--- src/hw/irqf_pkg.sv ---
// constants of the interrupt request flag bank
// assumes one word-aligned AHB-Lite slot per register
package irqf_pkg;
    // ----------------------------------------
    // widths
    // ----------------------------------------
    localparam int unsigned DATA_W = 16;
    localparam int unsigned EVT_W  = 4;
    localparam int unsigned NREG   = 4;
    // ----------------------------------------
    // byte offsets
    // ----------------------------------------
    localparam logic [7:0] OFS_FLAGS_0    = 8'h00;
    localparam logic [7:0] OFS_FLAGS_1    = 8'h04;
    localparam logic [7:0] OFS_FLAGS_2    = 8'h08;
    localparam logic [7:0] OFS_FLAGS_3    = 8'h0c;
    localparam logic [7:0] OFS_EVT_STATUS = 8'h10;
    localparam logic [7:0] OFS_EVT_MASK   = 8'h14;
    // ----------------------------------------
    // implemented bits and reset values
    // ----------------------------------------
    localparam logic [15:0] IMPL_0    = 16'h0006;
    localparam logic [15:0] IMPL_1    = 16'hfffb;
    localparam logic [15:0] IMPL_2    = 16'hdfff;
    localparam logic [15:0] IMPL_3    = 16'h39ff;
    localparam logic [NREG-1:0][15:0] IMPL_ALL = {IMPL_3, IMPL_2, IMPL_1, IMPL_0};
    localparam logic [15:0] RST_FLAGS = 16'h0000;
    localparam logic [3:0]  RST_EVT   = 4'h0;
    localparam logic [31:0] RST_RDATA = 32'h0000_0000;
    // ----------------------------------------
    // field positions
    // ----------------------------------------
    localparam int OUT_COMPARE_1_FLAG     = 2;
    localparam int IN_CAPTURE_1_FLAG      = 1;
    localparam int SERIAL2_TX_FLAG        = 15;
    localparam int SERIAL2_RX_FLAG        = 14;
    localparam int EXT_IRQ_2_FLAG         = 13;
    localparam int TIMER_5_FLAG           = 12;
    localparam int TIMER_4_FLAG           = 11;
    localparam int OUT_COMPARE_4_FLAG     = 10;
    localparam int OUT_COMPARE_3_FLAG     = 9;
    localparam int DMA_CH2_DONE_FLAG      = 8;
    localparam int IN_CAPTURE_8_FLAG      = 7;
    localparam int IN_CAPTURE_7_FLAG      = 6;
    localparam int ADC_2_DONE_FLAG        = 5;
    localparam int EXT_IRQ_1_FLAG         = 4;
    localparam int PIN_CHANGE_NOTICE_FLAG = 3;
    localparam int I2C_1_MASTER_FLAG      = 1;
    localparam int I2C_1_SLAVE_FLAG       = 0;
    localparam int TIMER_6_FLAG           = 15;
    localparam int DMA_CH4_DONE_FLAG      = 14;
    localparam int OUT_COMPARE_8_FLAG     = 12;
    localparam int OUT_COMPARE_7_FLAG     = 11;
    localparam int OUT_COMPARE_6_FLAG     = 10;
    localparam int OUT_COMPARE_5_FLAG     = 9;
    localparam int IN_CAPTURE_6_FLAG      = 8;
    localparam int IN_CAPTURE_5_FLAG      = 7;
    localparam int IN_CAPTURE_4_FLAG      = 6;
    localparam int IN_CAPTURE_3_FLAG      = 5;
    localparam int DMA_CH3_DONE_FLAG      = 4;
    localparam int CAN_1_EVENT_FLAG       = 3;
    localparam int CAN_1_RX_READY_FLAG    = 2;
    localparam int SPI_2_EVENT_FLAG       = 1;
    localparam int SPI_2_ERROR_FLAG       = 0;
    localparam int DMA_CH5_DONE_FLAG      = 13;
    localparam int CODEC_PORT_EVENT_FLAG  = 12;
    localparam int CODEC_PORT_ERROR_FLAG  = 11;
    localparam int CAN_2_EVENT_FLAG       = 8;
    localparam int CAN_2_RX_READY_FLAG    = 7;
    localparam int EXT_IRQ_4_FLAG         = 6;
    localparam int EXT_IRQ_3_FLAG         = 5;
    localparam int TIMER_9_FLAG           = 4;
    localparam int TIMER_8_FLAG           = 3;
    localparam int I2C_2_MASTER_FLAG      = 2;
    localparam int I2C_2_SLAVE_FLAG       = 1;
    localparam int TIMER_7_FLAG           = 0;
    // ----------------------------------------
    // bus slave states
    // ----------------------------------------
    typedef enum logic [1:0] {ST_IDLE, ST_WR, ST_RD_WAIT, ST_RD_DONE} irqf_bus_state_type;
endpackage

--- src/hw/irqf_flag_reg.sv ---
// one 16-bit request flag register
// assumes requests and writes are on clk
`timescale 1ns/100ps
module irqf_flag_reg
    import irqf_pkg::*;
#(
    parameter logic [15:0] IMPL = 16'hffff // implemented bits
)(
    input  wire logic        clk,
    input  wire logic        rst_n,
    input  wire logic        wr_en,    // software write this cycle
    input  wire logic [15:0] wr_data,  // software write data
    input  wire logic [15:0] src_req,  // source requests
    output logic      [15:0] flags_ff, // stored flags
    output logic             src_hit   // some implemented source fired
);
    // ----------------------------------------
    // next value
    // ----------------------------------------
    logic [15:0] nxt_flags; // value after this edge

    // write replaces, then requests are or-ed on top so a set beats a clear
    assign nxt_flags = ((wr_en ? wr_data : flags_ff) | src_req) & IMPL;
    assign src_hit   = |(src_req & IMPL);

    // ----------------------------------------
    // storage
    // ----------------------------------------
    // flags come up cleared
    always_ff @(posedge clk or negedge rst_n)
    begin
        if (!rst_n)
        begin
            flags_ff <= RST_FLAGS;
        end
        else
        begin
            flags_ff <= nxt_flags;
        end
    end
endmodule // irqf_flag_reg

--- src/hw/irqf_bank.sv ---
// interrupt request flag bank with an AHB-Lite register slave
// assumes sources are logic on clk; hsel decodes the slot
`timescale 1ns/100ps
module irqf_bank
    import irqf_pkg::*;
#(
    parameter int unsigned ADDR_W = 32 // bus address width
)(
    input  wire logic              clk,
    input  wire logic              rst_n,
    // ahb-lite slave
    input  wire logic              hsel,
    input  wire logic [ADDR_W-1:0] haddr,
    input  wire logic [1:0]        htrans,
    input  wire logic              hwrite,
    input  wire logic [2:0]        hsize,
    input  wire logic [31:0]       hwdata,
    input  wire logic              hready,
    output logic                   hreadyout,
    output logic                   hresp,
    output logic      [31:0]       hrdata,
    output logic                   irq,
    // first register sources
    input  wire logic              out_compare_1_req,
    input  wire logic              in_capture_1_req,
    // second register sources
    input  wire logic              serial2_tx_req,
    input  wire logic              serial2_rx_req,
    input  wire logic              ext_irq_2_req,
    input  wire logic              timer_5_req,
    input  wire logic              timer_4_req,
    input  wire logic              out_compare_4_req,
    input  wire logic              out_compare_3_req,
    input  wire logic              dma_ch2_done_req,
    input  wire logic              in_capture_8_req,
    input  wire logic              in_capture_7_req,
    input  wire logic              adc_2_done_req,
    input  wire logic              ext_irq_1_req,
    input  wire logic              pin_change_notice_req,
    input  wire logic              i2c_1_master_req,
    input  wire logic              i2c_1_slave_req,
    // third register sources
    input  wire logic              timer_6_req,
    input  wire logic              dma_ch4_done_req,
    input  wire logic              out_compare_8_req,
    input  wire logic              out_compare_7_req,
    input  wire logic              out_compare_6_req,
    input  wire logic              out_compare_5_req,
    input  wire logic              in_capture_6_req,
    input  wire logic              in_capture_5_req,
    input  wire logic              in_capture_4_req,
    input  wire logic              in_capture_3_req,
    input  wire logic              dma_ch3_done_req,
    input  wire logic              can_1_event_req,
    input  wire logic              can_1_rx_ready_req,
    input  wire logic              spi_2_event_req,
    input  wire logic              spi_2_error_req,
    // fourth register sources
    input  wire logic              dma_ch5_done_req,
    input  wire logic              codec_port_event_req,
    input  wire logic              codec_port_error_req,
    input  wire logic              can_2_event_req,
    input  wire logic              can_2_rx_ready_req,
    input  wire logic              ext_irq_4_req,
    input  wire logic              ext_irq_3_req,
    input  wire logic              timer_9_req,
    input  wire logic              timer_8_req,
    input  wire logic              i2c_2_master_req,
    input  wire logic              i2c_2_slave_req,
    input  wire logic              timer_7_req
);
    // ----------------------------------------
    // declarations
    // ----------------------------------------
    irqf_bus_state_type state_ff;       // bus slave state
    irqf_bus_state_type nxt_state;      // its next value
    logic [7:0]         addr_ff;        // latched offset
    logic [31:0]        hrdata_ff;      // read data register
    logic [EVT_W-1:0]   evt_status_ff;  // sticky per-register events
    logic [EVT_W-1:0]   nxt_evt_status; // its next value
    logic [EVT_W-1:0]   evt_mask_ff;    // interrupt mask
    logic [15:0]        req_v [NREG];   // packed requests
    logic [15:0]        flags_v [NREG]; // stored flags
    logic [NREG-1:0]    wr_en;          // flag write strobes
    logic [NREG-1:0]    hit;            // source fired per register
    logic               take;           // address phase accepted
    logic               wr_cyc;         // write data phase
    logic               rd_cap;         // read data captured now
    logic [15:0]        rd_word;        // read mux result

    // ----------------------------------------
    // helpers
    // ----------------------------------------
    // true when the offset selects flag register idx
    function automatic logic flag_sel(input logic [7:0] a, input logic [1:0] idx);
        flag_sel = (a[7:4] == 4'h0) && (a[3:2] == idx) && (a[1:0] == 2'b00);
    endfunction

    // ----------------------------------------
    // source packing
    // ----------------------------------------
    // each request lands on its own flag position
    always_comb
    begin
        req_v[0] = RST_FLAGS;
        req_v[1] = RST_FLAGS;
        req_v[2] = RST_FLAGS;
        req_v[3] = RST_FLAGS;
        req_v[0][OUT_COMPARE_1_FLAG]     = out_compare_1_req;
        req_v[0][IN_CAPTURE_1_FLAG]      = in_capture_1_req;
        req_v[1][SERIAL2_TX_FLAG]        = serial2_tx_req;
        req_v[1][SERIAL2_RX_FLAG]        = serial2_rx_req;
        req_v[1][EXT_IRQ_2_FLAG]         = ext_irq_2_req;
        req_v[1][TIMER_5_FLAG]           = timer_5_req;
        req_v[1][TIMER_4_FLAG]           = timer_4_req;
        req_v[1][OUT_COMPARE_4_FLAG]     = out_compare_4_req;
        req_v[1][OUT_COMPARE_3_FLAG]     = out_compare_3_req;
        req_v[1][DMA_CH2_DONE_FLAG]      = dma_ch2_done_req;
        req_v[1][IN_CAPTURE_8_FLAG]      = in_capture_8_req;
        req_v[1][IN_CAPTURE_7_FLAG]      = in_capture_7_req;
        req_v[1][ADC_2_DONE_FLAG]        = adc_2_done_req;
        req_v[1][EXT_IRQ_1_FLAG]         = ext_irq_1_req;
        req_v[1][PIN_CHANGE_NOTICE_FLAG] = pin_change_notice_req;
        req_v[1][I2C_1_MASTER_FLAG]      = i2c_1_master_req;
        req_v[1][I2C_1_SLAVE_FLAG]       = i2c_1_slave_req;
        req_v[2][TIMER_6_FLAG]           = timer_6_req;
        req_v[2][DMA_CH4_DONE_FLAG]      = dma_ch4_done_req;
        req_v[2][OUT_COMPARE_8_FLAG]     = out_compare_8_req;
        req_v[2][OUT_COMPARE_7_FLAG]     = out_compare_7_req;
        req_v[2][OUT_COMPARE_6_FLAG]     = out_compare_6_req;
        req_v[2][OUT_COMPARE_5_FLAG]     = out_compare_5_req;
        req_v[2][IN_CAPTURE_6_FLAG]      = in_capture_6_req;
        req_v[2][IN_CAPTURE_5_FLAG]      = in_capture_5_req;
        req_v[2][IN_CAPTURE_4_FLAG]      = in_capture_4_req;
        req_v[2][IN_CAPTURE_3_FLAG]      = in_capture_3_req;
        req_v[2][DMA_CH3_DONE_FLAG]      = dma_ch3_done_req;
        req_v[2][CAN_1_EVENT_FLAG]       = can_1_event_req;
        req_v[2][CAN_1_RX_READY_FLAG]    = can_1_rx_ready_req;
        req_v[2][SPI_2_EVENT_FLAG]       = spi_2_event_req;
        req_v[2][SPI_2_ERROR_FLAG]       = spi_2_error_req;
        req_v[3][DMA_CH5_DONE_FLAG]      = dma_ch5_done_req;
        req_v[3][CODEC_PORT_EVENT_FLAG]  = codec_port_event_req;
        req_v[3][CODEC_PORT_ERROR_FLAG]  = codec_port_error_req;
        req_v[3][CAN_2_EVENT_FLAG]       = can_2_event_req;
        req_v[3][CAN_2_RX_READY_FLAG]    = can_2_rx_ready_req;
        req_v[3][EXT_IRQ_4_FLAG]         = ext_irq_4_req;
        req_v[3][EXT_IRQ_3_FLAG]         = ext_irq_3_req;
        req_v[3][TIMER_9_FLAG]           = timer_9_req;
        req_v[3][TIMER_8_FLAG]           = timer_8_req;
        req_v[3][I2C_2_MASTER_FLAG]      = i2c_2_master_req;
        req_v[3][I2C_2_SLAVE_FLAG]       = i2c_2_slave_req;
        req_v[3][TIMER_7_FLAG]           = timer_7_req;
    end

    // ----------------------------------------
    // flag registers
    // ----------------------------------------
    // one register per slot; masks drop unimplemented bits
    for (genvar g = 0; g < NREG; g++)
    begin : g_flag
        assign wr_en[g] = wr_cyc && flag_sel(addr_ff, 2'(g));
        irqf_flag_reg #(
            .IMPL     (IMPL_ALL[g])
        ) u_flag (
            .clk      (clk),
            .rst_n    (rst_n),
            .wr_en    (wr_en[g]),
            .wr_data  (hwdata[15:0]),
            .src_req  (req_v[g]),
            .flags_ff (flags_v[g]),
            .src_hit  (hit[g])
        );
    end

    // ----------------------------------------
    // bus slave
    // ----------------------------------------
    assign take      = hsel && htrans[1] && hready;
    assign wr_cyc    = (state_ff == ST_WR);
    assign rd_cap    = (state_ff == ST_RD_WAIT);
    assign hreadyout = (state_ff != ST_RD_WAIT); // reads take one wait state
    assign hresp     = 1'b0;                     // always okay
    assign hrdata    = hrdata_ff;

    // next bus state
    always_comb
    begin
        nxt_state = ST_IDLE;
        case (state_ff)
            ST_RD_WAIT:
                nxt_state = ST_RD_DONE; // data now registered
            ST_IDLE, ST_WR, ST_RD_DONE:
            begin
                if (take)
                    nxt_state = hwrite ? ST_WR : ST_RD_WAIT;
            end
            default:
                nxt_state = ST_IDLE;
        endcase
    end

    // bus state register
    always_ff @(posedge clk or negedge rst_n)
    begin
        if (!rst_n)
            state_ff <= ST_IDLE;
        else
            state_ff <= nxt_state;
    end

    // offset latched in the address phase
    always_ff @(posedge clk or negedge rst_n)
    begin
        if (!rst_n)
            addr_ff <= 8'h00;
        else if (take)
            addr_ff <= haddr[7:0];
    end

    // read mux; unmapped offsets read zero
    always_comb
    begin
        rd_word = RST_FLAGS;
        if (addr_ff == OFS_EVT_STATUS)
        begin
            rd_word[EVT_W-1:0] = evt_status_ff;
        end
        else if (addr_ff == OFS_EVT_MASK)
        begin
            rd_word[EVT_W-1:0] = evt_mask_ff;
        end
        else
        begin
            for (int i = 0; i < NREG; i++)
            begin
                if (flag_sel(addr_ff, 2'(i)))
                begin
                    rd_word = flags_v[i];
                end
            end
        end
    end

    // read data register, upper half zero
    always_ff @(posedge clk or negedge rst_n)
    begin
        if (!rst_n)
            hrdata_ff <= RST_RDATA;
        else if (rd_cap)
            hrdata_ff <= {16'h0000, rd_word};
    end

    // ----------------------------------------
    // interrupt status and mask
    // ----------------------------------------
    // read clears, new events win over the clear
    always_comb
    begin
        nxt_evt_status = evt_status_ff;
        if (rd_cap && (addr_ff == OFS_EVT_STATUS))
        begin
            nxt_evt_status = RST_EVT;
        end
        nxt_evt_status = nxt_evt_status | hit;
    end

    // sticky status register
    always_ff @(posedge clk or negedge rst_n)
    begin
        if (!rst_n)
            evt_status_ff <= RST_EVT;
        else
            evt_status_ff <= nxt_evt_status;
    end

    // mask register
    always_ff @(posedge clk or negedge rst_n)
    begin
        if (!rst_n)
            evt_mask_ff <= RST_EVT;
        else if (wr_cyc && (addr_ff == OFS_EVT_MASK))
            evt_mask_ff <= hwdata[EVT_W-1:0];
    end

    assign irq = |(evt_status_ff & evt_mask_ff);

    // ----------------------------------------
    // assertions
    // ----------------------------------------
    a_src_sets_flag: assert property (@(posedge clk) disable iff (!rst_n)
        (|(req_v[2] & IMPL_2)) |=> ((flags_v[2] & $past(req_v[2] & IMPL_2)) == $past(req_v[2] & IMPL_2)))
        else $error("source request did not set its flag");
    a_read_flags: assert property (@(posedge clk) disable iff (!rst_n)
        (rd_cap && addr_ff == OFS_FLAGS_1) |=> (hrdata[15:0] == $past(flags_v[1])) && hrdata[31:16] == 16'h0000)
        else $error("flag read returned wrong data");
    a_reset_clear: assert property (@(posedge clk) disable iff (!rst_n)
        !$past(rst_n) |-> (flags_v[0] == 16'h0000) && (flags_v[1] == 16'h0000)
                          && (flags_v[2] == 16'h0000) && (flags_v[3] == 16'h0000))
        else $error("flags not cleared after reset");
    a_unimpl_second: assert property (@(posedge clk) disable iff (!rst_n)
        flags_v[1][2] == 1'b0)
        else $error("unimplemented bit set in second register");
    a_unimpl_fourth: assert property (@(posedge clk) disable iff (!rst_n)
        (flags_v[3][15:14] == 2'b00) && (flags_v[3][10:9] == 2'b00))
        else $error("unimplemented bit set in fourth register");
    a_map_compare1: assert property (@(posedge clk) disable iff (!rst_n)
        out_compare_1_req && in_capture_1_req |=> flags_v[0][2:1] == 2'b11)
        else $error("first register low bits mismatch");
    a_map_serial2: assert property (@(posedge clk) disable iff (!rst_n)
        serial2_tx_req |=> flags_v[1][15])
        else $error("transmit request not at bit 15");
    a_map_i2c1: assert property (@(posedge clk) disable iff (!rst_n)
        i2c_1_slave_req |=> flags_v[1][0])
        else $error("slave request not at bit 0");
    a_map_timer6: assert property (@(posedge clk) disable iff (!rst_n)
        timer_6_req |=> flags_v[2][15])
        else $error("timer 6 request not at bit 15");
    a_map_spi2: assert property (@(posedge clk) disable iff (!rst_n)
        spi_2_error_req |=> flags_v[2][0])
        else $error("spi error request not at bit 0");
    a_map_can2: assert property (@(posedge clk) disable iff (!rst_n)
        can_2_event_req |=> flags_v[3][8])
        else $error("can 2 event not at bit 8");
    a_map_timer7: assert property (@(posedge clk) disable iff (!rst_n)
        timer_7_req |=> flags_v[3][0])
        else $error("timer 7 request not at bit 0");
    a_flag_holds: assert property (@(posedge clk) disable iff (!rst_n)
        (wr_en == 4'h0)[*2] |=> ($past(flags_v[2]) & ~flags_v[2]) == 16'h0000)
        else $error("flag dropped without a write");
    a_set_wins: assert property (@(posedge clk) disable iff (!rst_n)
        (wr_en[1] && hwdata[15:0] == 16'h0000 && serial2_rx_req) |=> flags_v[1][14])
        else $error("clear beat a coincident request");
    a_write_clears: assert property (@(posedge clk) disable iff (!rst_n)
        (wr_en[3] && hwdata[15:0] == 16'h0000 && req_v[3] == 16'h0000) |=> flags_v[3] == 16'h0000)
        else $error("zero write did not clear flags");
    a_write_sets: assert property (@(posedge clk) disable iff (!rst_n)
        wr_en[2] |=> (flags_v[2] == ($past(hwdata[15:0] | req_v[2]) & IMPL_2)))
        else $error("software write did not land");
    a_status_clear: assert property (@(posedge clk) disable iff (!rst_n)
        (rd_cap && addr_ff == OFS_EVT_STATUS && hit == 4'h0) |=> evt_status_ff == 4'h0 ##1 hreadyout)
        else $error("status read did not clear");
endmodule // irqf_bank

--- config.mk ---
export PLATFORM = sky130hd
export DESIGN_NAME = irqf_bank
export DESIGN_NICKNAME = d
export VERILOG_FILES = /design/src/hw/irqf_pkg.sv /design/src/hw/irqf_flag_reg.sv /design/src/hw/irqf_bank.sv
export SDC_FILE = /design/constraint.sdc
export NUM_CORES = 1
export LEC_CHECK = 0
export BUFFER_PORTS_ARGS = -buffer_cell sky130_fd_sc_hd__clkbuf_2
export CORE_MARGIN = 5
export CORE_UTILIZATION = 25
export DETAILED_ROUTE_END_ITERATION = 16
export PLACE_DENSITY = 0.48
export SYNTH_ARGS = -nofsm -noshare
export SYNTH_HDL_FRONTEND = slang
export SYNTH_SLANG_ARGS = --single-unit
--- constraint.sdc ---
create_clock -name clk -period 3.5 [get_ports clk]
set_clock_uncertainty 0.1 [all_clocks]
set_input_delay 0.7 -clock clk [delete_from_list [all_inputs] [get_ports clk]]
set_output_delay 0.7 -clock clk [all_outputs]
set_load 0.02 [all_outputs]
# ---- After elaboration in Yosys (flattened, before gate mapping)
# Cells that the tools add are included.
dict set report totals {
  elab_cells 66
  inputBits 118
  mem_bits_rw 0
  latch_bits 0
  out_inout_bits 35
  n_memories 0
  rom_bits 0
  regBits 78
}
dict set report classes {
  bitwise 6
  n_lt_le_gt_ge 0
  shift 0
  n_addsub 0
  multipliers 0
  n_reduce_logical 26
  mux 16
  n_eq_ne 9
  div 0
}
# operator n
set ops {}
lappend ops {{two-way mux 16 bit} 5}
lappend ops {{OR 16 bit} 2}
lappend ops {{OR reduction 15 bit} 2}
lappend ops {{two-way mux 12 bit} 2}
lappend ops {{== test 8 x 5 -> 1 bit (second input constant)} 2}
lappend ops {{logical AND 1 bit} 16}
lappend ops {{two-way mux 14 bit} 1}
lappend ops {{OR 14 bit} 1}
lappend ops {{two-way mux 4 bit} 3}
lappend ops {{OR reduction 12 bit} 1}
lappend ops {{== test 2 bit (second input constant)} 4}
lappend ops {{zero test 2 bit} 3}
lappend ops {{two-way mux 3 bit} 2}
lappend ops {{bitwise AND 4 bit} 1}
lappend ops {{== test 2 x 1 -> 1 bit (second input constant)} 2}
lappend ops {{zero test 4 bit} 1}
lappend ops {{two-way mux 2 bit} 2}
lappend ops {{OR 4 bit} 1}
lappend ops {{one-hot mux 2 bit (2 select lines)} 1}
lappend ops {{OR reduction 4 bit} 1}
lappend ops {{OR 3 bit} 1}
lappend ops {{OR reduction 3 bit} 1}
lappend ops {{!= test 2 bit (second input constant)} 1}
lappend ops {{OR reduction 2 bit} 1}

# ---- Longest topological paths before layout
dict set report depth {
  ltp_word 9
  mapped_depth 6
}

# ---- Hierarchy
# A second synthesis with hierarchy kept.
dict set report unflattened {
  cells_unflattened 348
  hier_area_um2 4127.7
}
# module area_per_inst_um2 cells_each seq_area_each_um2 instances
set by_module_without_submodules {}
lappend by_module_without_submodules {irqf_bank 2018.2 169 850.8 1}
lappend by_module_without_submodules {{irqf_flag_reg at g_flag[1].u_flag ...} 671.9 55 375.4 2}
lappend by_module_without_submodules {{irqf_flag_reg at g_flag[3].u_flag} 569.3 47 300.3 1}
lappend by_module_without_submodules {{irqf_flag_reg at g_flag[0].u_flag} 196.4 22 50.0 1}

# ---- Worst setup path before layout
# Ideal clock, no wire load.
dict set report synth_path {
  path_kind {register -> register}
  start {register addr_ff[1]}
  end {register evt_mask_ff[0]}
  arrival_time_ns 1.862
  stages_incl_launch_ff 6
  setup_slack_ns 1.410
  setup_time_ns 0.127
  required_ns 3.273
  path_cell_list {dfrtp_1 or4_1 nor3_2 and3_1 buf_2 mux2_1}
}
dict set report synth_via {
  elab_chain_cells 2
}
# item line
set synth_lines {}
lappend synth_lines {{start, declared} irqf_bank.sv:77} ;# logic [7:0] addr_ff;
lappend synth_lines {{start signal, assigned} irqf_bank.sv:217} ;# addr_ff <= haddr[7:0];
lappend synth_lines {{== test 8 x 5 -> 1 bit} irqf_bank.sv:281} ;# else if (wr_cyc && (addr_ff == OFS_EVT_MASK))
lappend synth_lines {{logical AND 1 bit} irqf_bank.sv:281}
lappend synth_lines {{end signal, assigned} irqf_bank.sv:282} ;# evt_mask_ff <= hwdata[EVT_W-1:0];
lappend synth_lines {{end, declared} irqf_bank.sv:81} ;# logic [EVT_W-1:0] evt_mask_ff;
# No other way between the ends.
# A chain may end at the register's enable or synchronous reset.

# ---- Worst setup path after layout
dict set report layout_path {
  start {register addr_ff[5]}
  end {register g_flag[2].u_flag.flags_ff[2]}
}
dict set report layout_via {
  elab_chain_cells 6
}
# item line
set layout_lines {}
lappend layout_lines {{zero test 4 bit} irqf_bank.sv:96} ;# flag_sel = (a[7:4] == 4'h0) && (a[3:2] == idx) && (a[1:0] == 2'b00);
lappend layout_lines {{logical AND 1 bit (2 in series)} irqf_bank.sv:96}
lappend layout_lines {{logical AND 1 bit} irqf_bank.sv:161} ;# assign wr_en[g] = wr_cyc && flag_sel(addr_ff, 2'(g));
lappend layout_lines {{two-way mux 16 bit} irqf_flag_reg.sv:23} ;# assign nxt_flags = ((wr_en ? wr_data : flags_ff) | src_req) & IMPL;
lappend layout_lines {{OR 16 bit} irqf_flag_reg.sv:23}
lappend layout_lines {{named net g_flag[2].u_flag.nxt_flags[2]} irqf_flag_reg.sv:20} ;# logic [15:0] nxt_flags;
lappend layout_lines {{end signal, assigned} irqf_flag_reg.sv:38} ;# flags_ff <= nxt_flags;
lappend layout_lines {{end, declared} irqf_flag_reg.sv:14} ;# output logic [15:0] flags_ff,
# The timed path passes the listed nets, and every way through them passes these cells.

==> impl_metrics.json <==
{
  "cp-end-kind": "flip-flop",
  "routedWlPerCell_um": 17.7,
  "initial_core_util_pct": 25.1,
  "die_h_um": 133,
  "cts_max_level": 3,
  "track_usage_pct": 13.1,
  "diodes": 0,
  "switchingPower_uw": 672,
  "ys_seq_area_share_pct": 51.7,
  "worst-path-buf-inv": 0,
  "slew_headroom_pct": 32.0,
  "clk_path_buf_depth": 2,
  "arrival_ns": 2.67,
  "total_power_uw": 2250,
  "cts_hold_buf": 0,
  "cpPeakStageDelay_ns": 0.72,
  "clk_latency_ns": 0.34,
  "ys_ff_latch": 78,
  "synth_ff_type": "dfrtp_1",
  "nFillCells": 1549,
  "num_vias": 3047,
  "path_max_fanout": 17,
  "antenna_left": 0,
  "rsz0062_at_grt": "no",
  "io_pins": 153,
  "grt_max_degree": 79,
  "seqPwrFrac_pct": 45.4,
  "drt-vias-per-instance": 4.69,
  "cts_resized": 0,
  "cts-root-buf": "clkbuf_16",
  "dr.pass1.iters": 6,
  "crit_chain": "nor4_2 > nand3_1 > a211o_1",
  "post-route-period-util_pct": 73.1,
  "power.leakage_uw": 0.00199,
  "final_cell_mix": "clkbuf_2 (90), dfrtp_1 (78), nand2_1 (70)",
  "die_w_um": 133,
  "drc_errors": 0,
  "grt_pass1_wl_mm": 17.8,
  "slew_viol_final": 0,
  "synth_edf_count": 0,
  "postCtsSetupRepairBufs": 0,
  "crit_family": "simple AND/OR/NAND/NOR gates",
  "dp.final_hpwl_mm": 8.91,
  "timing_worst_setup_path_type": "reg2reg",
  "nets": 576,
  "fmax_mhz": 391,
  "hold_class": "reg2reg",
  "ys_warn_count": 0,
  "grt_pass1_vias": 3089,
  "final_common_cell": "clkbuf_2",
  "combinationalPowerShare_pct": 17.9,
  "antenna_found_initial": 0,
  "switching_share_pct": 29.8,
  "finalCriticalPeriod_ns": 2.56,
  "routabilityCongestion": 0.819,
  "internal-power_uw": 1580,
  "layout_setup_ws_ns": 0.943,
  "overflow": 0,
  "port-buffer-count": 91,
  "cts_sinks": 78,
  "status": "completed",
  "peakVddDrop_uv": 171,
  "setup_tns_ns": 0,
  "seqCellArea_um2": 1950,
  "synth_area_um2": 3780,
  "cts_tree": "done",
  "dpl_worst_slack_ns": 0.958,
  "start_kind": "flip-flop",
  "wirelength_mm": 11.5,
  "synthArstFlopShare_pct": 100,
  "coreArea_um2": 15000,
  "final-hold-violation-count": 0,
  "clockPowerShare_pct": 36.7,
  "synth_area_per_cell_um2": 10.3,
  "multi_input_area_um2": 1680,
  "tightestPinTransition_ns": 1.02,
  "maxCapViolations": 0,
  "drive_above_1_share_pct": 28.6,
  "postLayoutCoreUtil_pct": 30.9,
  "postSynthCellCount": 366,
  "drtIter0Drc": 111,
  "powerDensity_nw_per_um2": 484,
  "crit_slowest_cell": "nand3_1",
  "rows": 45,
  "clkTransAtPathRegs_ns": 0.06,
  "crit_required_ns": 3.61,
  "ys_types": 37,
  "die-area_um2": 17700,
  "setup_viol": 0,
  "syn_to_final_growth_pct": 23.1,
  "cts-buffers-inserted": 9
}
## kinds of logic (layout without fill, tap and decap cells)
| logic type | count (synthesis) | count (layout) | share of synthesized area (%) |
|---|---|---|---|
| buffers and inverters | 37 | 117 | 5.73 |
| muxes | 19 | 19 | 5.60 |
| and+or+nand+nor | 168 | 168 | 23.9 |
| other | 1 | 17 | 0.0993 |
| AOI/OAI and AO/OA | 63 | 63 | 13.0 |
| DFF | 78 | 78 | 51.7 |
## power groups by stage
stage | clock network [uW] | logic [uW] | registers (uW)
3_3_place_gp | 0 | 405 | 1040
3_5_place_dp | 0 | 408 | 1040
6_report | 826 | 404 | 1020
4_1_cts | 849 | 410 | 1020
2_1_floorplan | 0 | 235 | 1030
5_1_grt | 889 | 443 | 1030
## cells in the mapped netlist (3+ instances only)
library cell / n / area (um2)
o21ai_1: 6 / 30.0
a21o_1: 5 / 37.5
a22oi_1: 16 / 120
nand2_1: 70 / 263
nor2_1: 16 / 60.1
buf_4: 18 / 135
nand4_1: 3 / 18.8
nor3_1: 4 / 20.0
inv_1: 4 / 15.0
clkbuf_1: 12 / 45.0
dfrtp_1: 78 / 1950
mux2_2: 13 / 146
a211o_1: 18 / 158
a221o_1: 7 / 70.1
nand3_1: 7 / 35.0
mux2_1: 4 / 45.0
o21ai_0: 4 / 20.0
nand3b_1: 30 / 225
and3_1: 3 / 18.8
o211ai_1: 3 / 22.5
nor4_1: 9 / 56.3
nor2b_1: 15 / 93.8
## per-layer routing
metal,track usage (%),vias to the layer above,part of all wire (%)
li1,-,1466,-
met1,17.6,1498,45
met2,21.2,70,49
met3,2.02,13,3.8
met4,5.14,0,1.9
met5,0,-,0
## path summary, 6_finish.rpt
| path | to | slack, ns | cells past startpoint | from |
|---|---|---|---|---|
| min in group asynchronous | g_flag[1].u_flag.flags_ff[10] | 0.44 | 1 | rst_n |
| worst max register to register | g_flag[2].u_flag.flags_ff[2] | 0.94 | 3 | addr_ff[5] |
| max in group asynchronous | hrdata[1] | 2.20 | 1 | rst_n |
| worst min-delay path | hrdata[3] | 0.39 | 2 | hrdata[3] |
| worst min register to register | hrdata[3] | 0.39 | 2 | hrdata[3] |
| worst max-delay path | g_flag[2].u_flag.flags_ff[2] | 0.94 | 3 | addr_ff[5] |
## state kept, by name (all words and copies together) (netlist names)
signal and count:
g_flag.u_flag.flags_ff 44, hrdata 16, addr_ff 8, evt_mask_ff 4, evt_status_ff 4, state_ff 2
## worst reg2reg max path: cells and delay by family, from the launching register on
family	cells	cell delay, ns
compound gates	1	0.48
simple gates	2	1.41
flops	1	0.45
## through the flow
step	instance area (um2)	hold slack (ns)	std cells
6_report	4650	0.386	650
5_1_grt	4650	0.402	650
4_1_cts	4650	0.387	650
3_5_place_dp	4390	0.375	635
3_3_place_gp	4390	0.369	635
2_1_floorplan	3840	0.304	382
## area by class of cell
type                    count  share of cell area (%)
well taps                 188                    5.06
clock inverters             5                   0.592
repair buffers             98                    11.0
multi-input cells         267                    36.2
flip-flops and latches     78                    42.0
clock buffers              10                    4.92
inverters                   4                   0.323
Power figures use the tool's default switching activity.
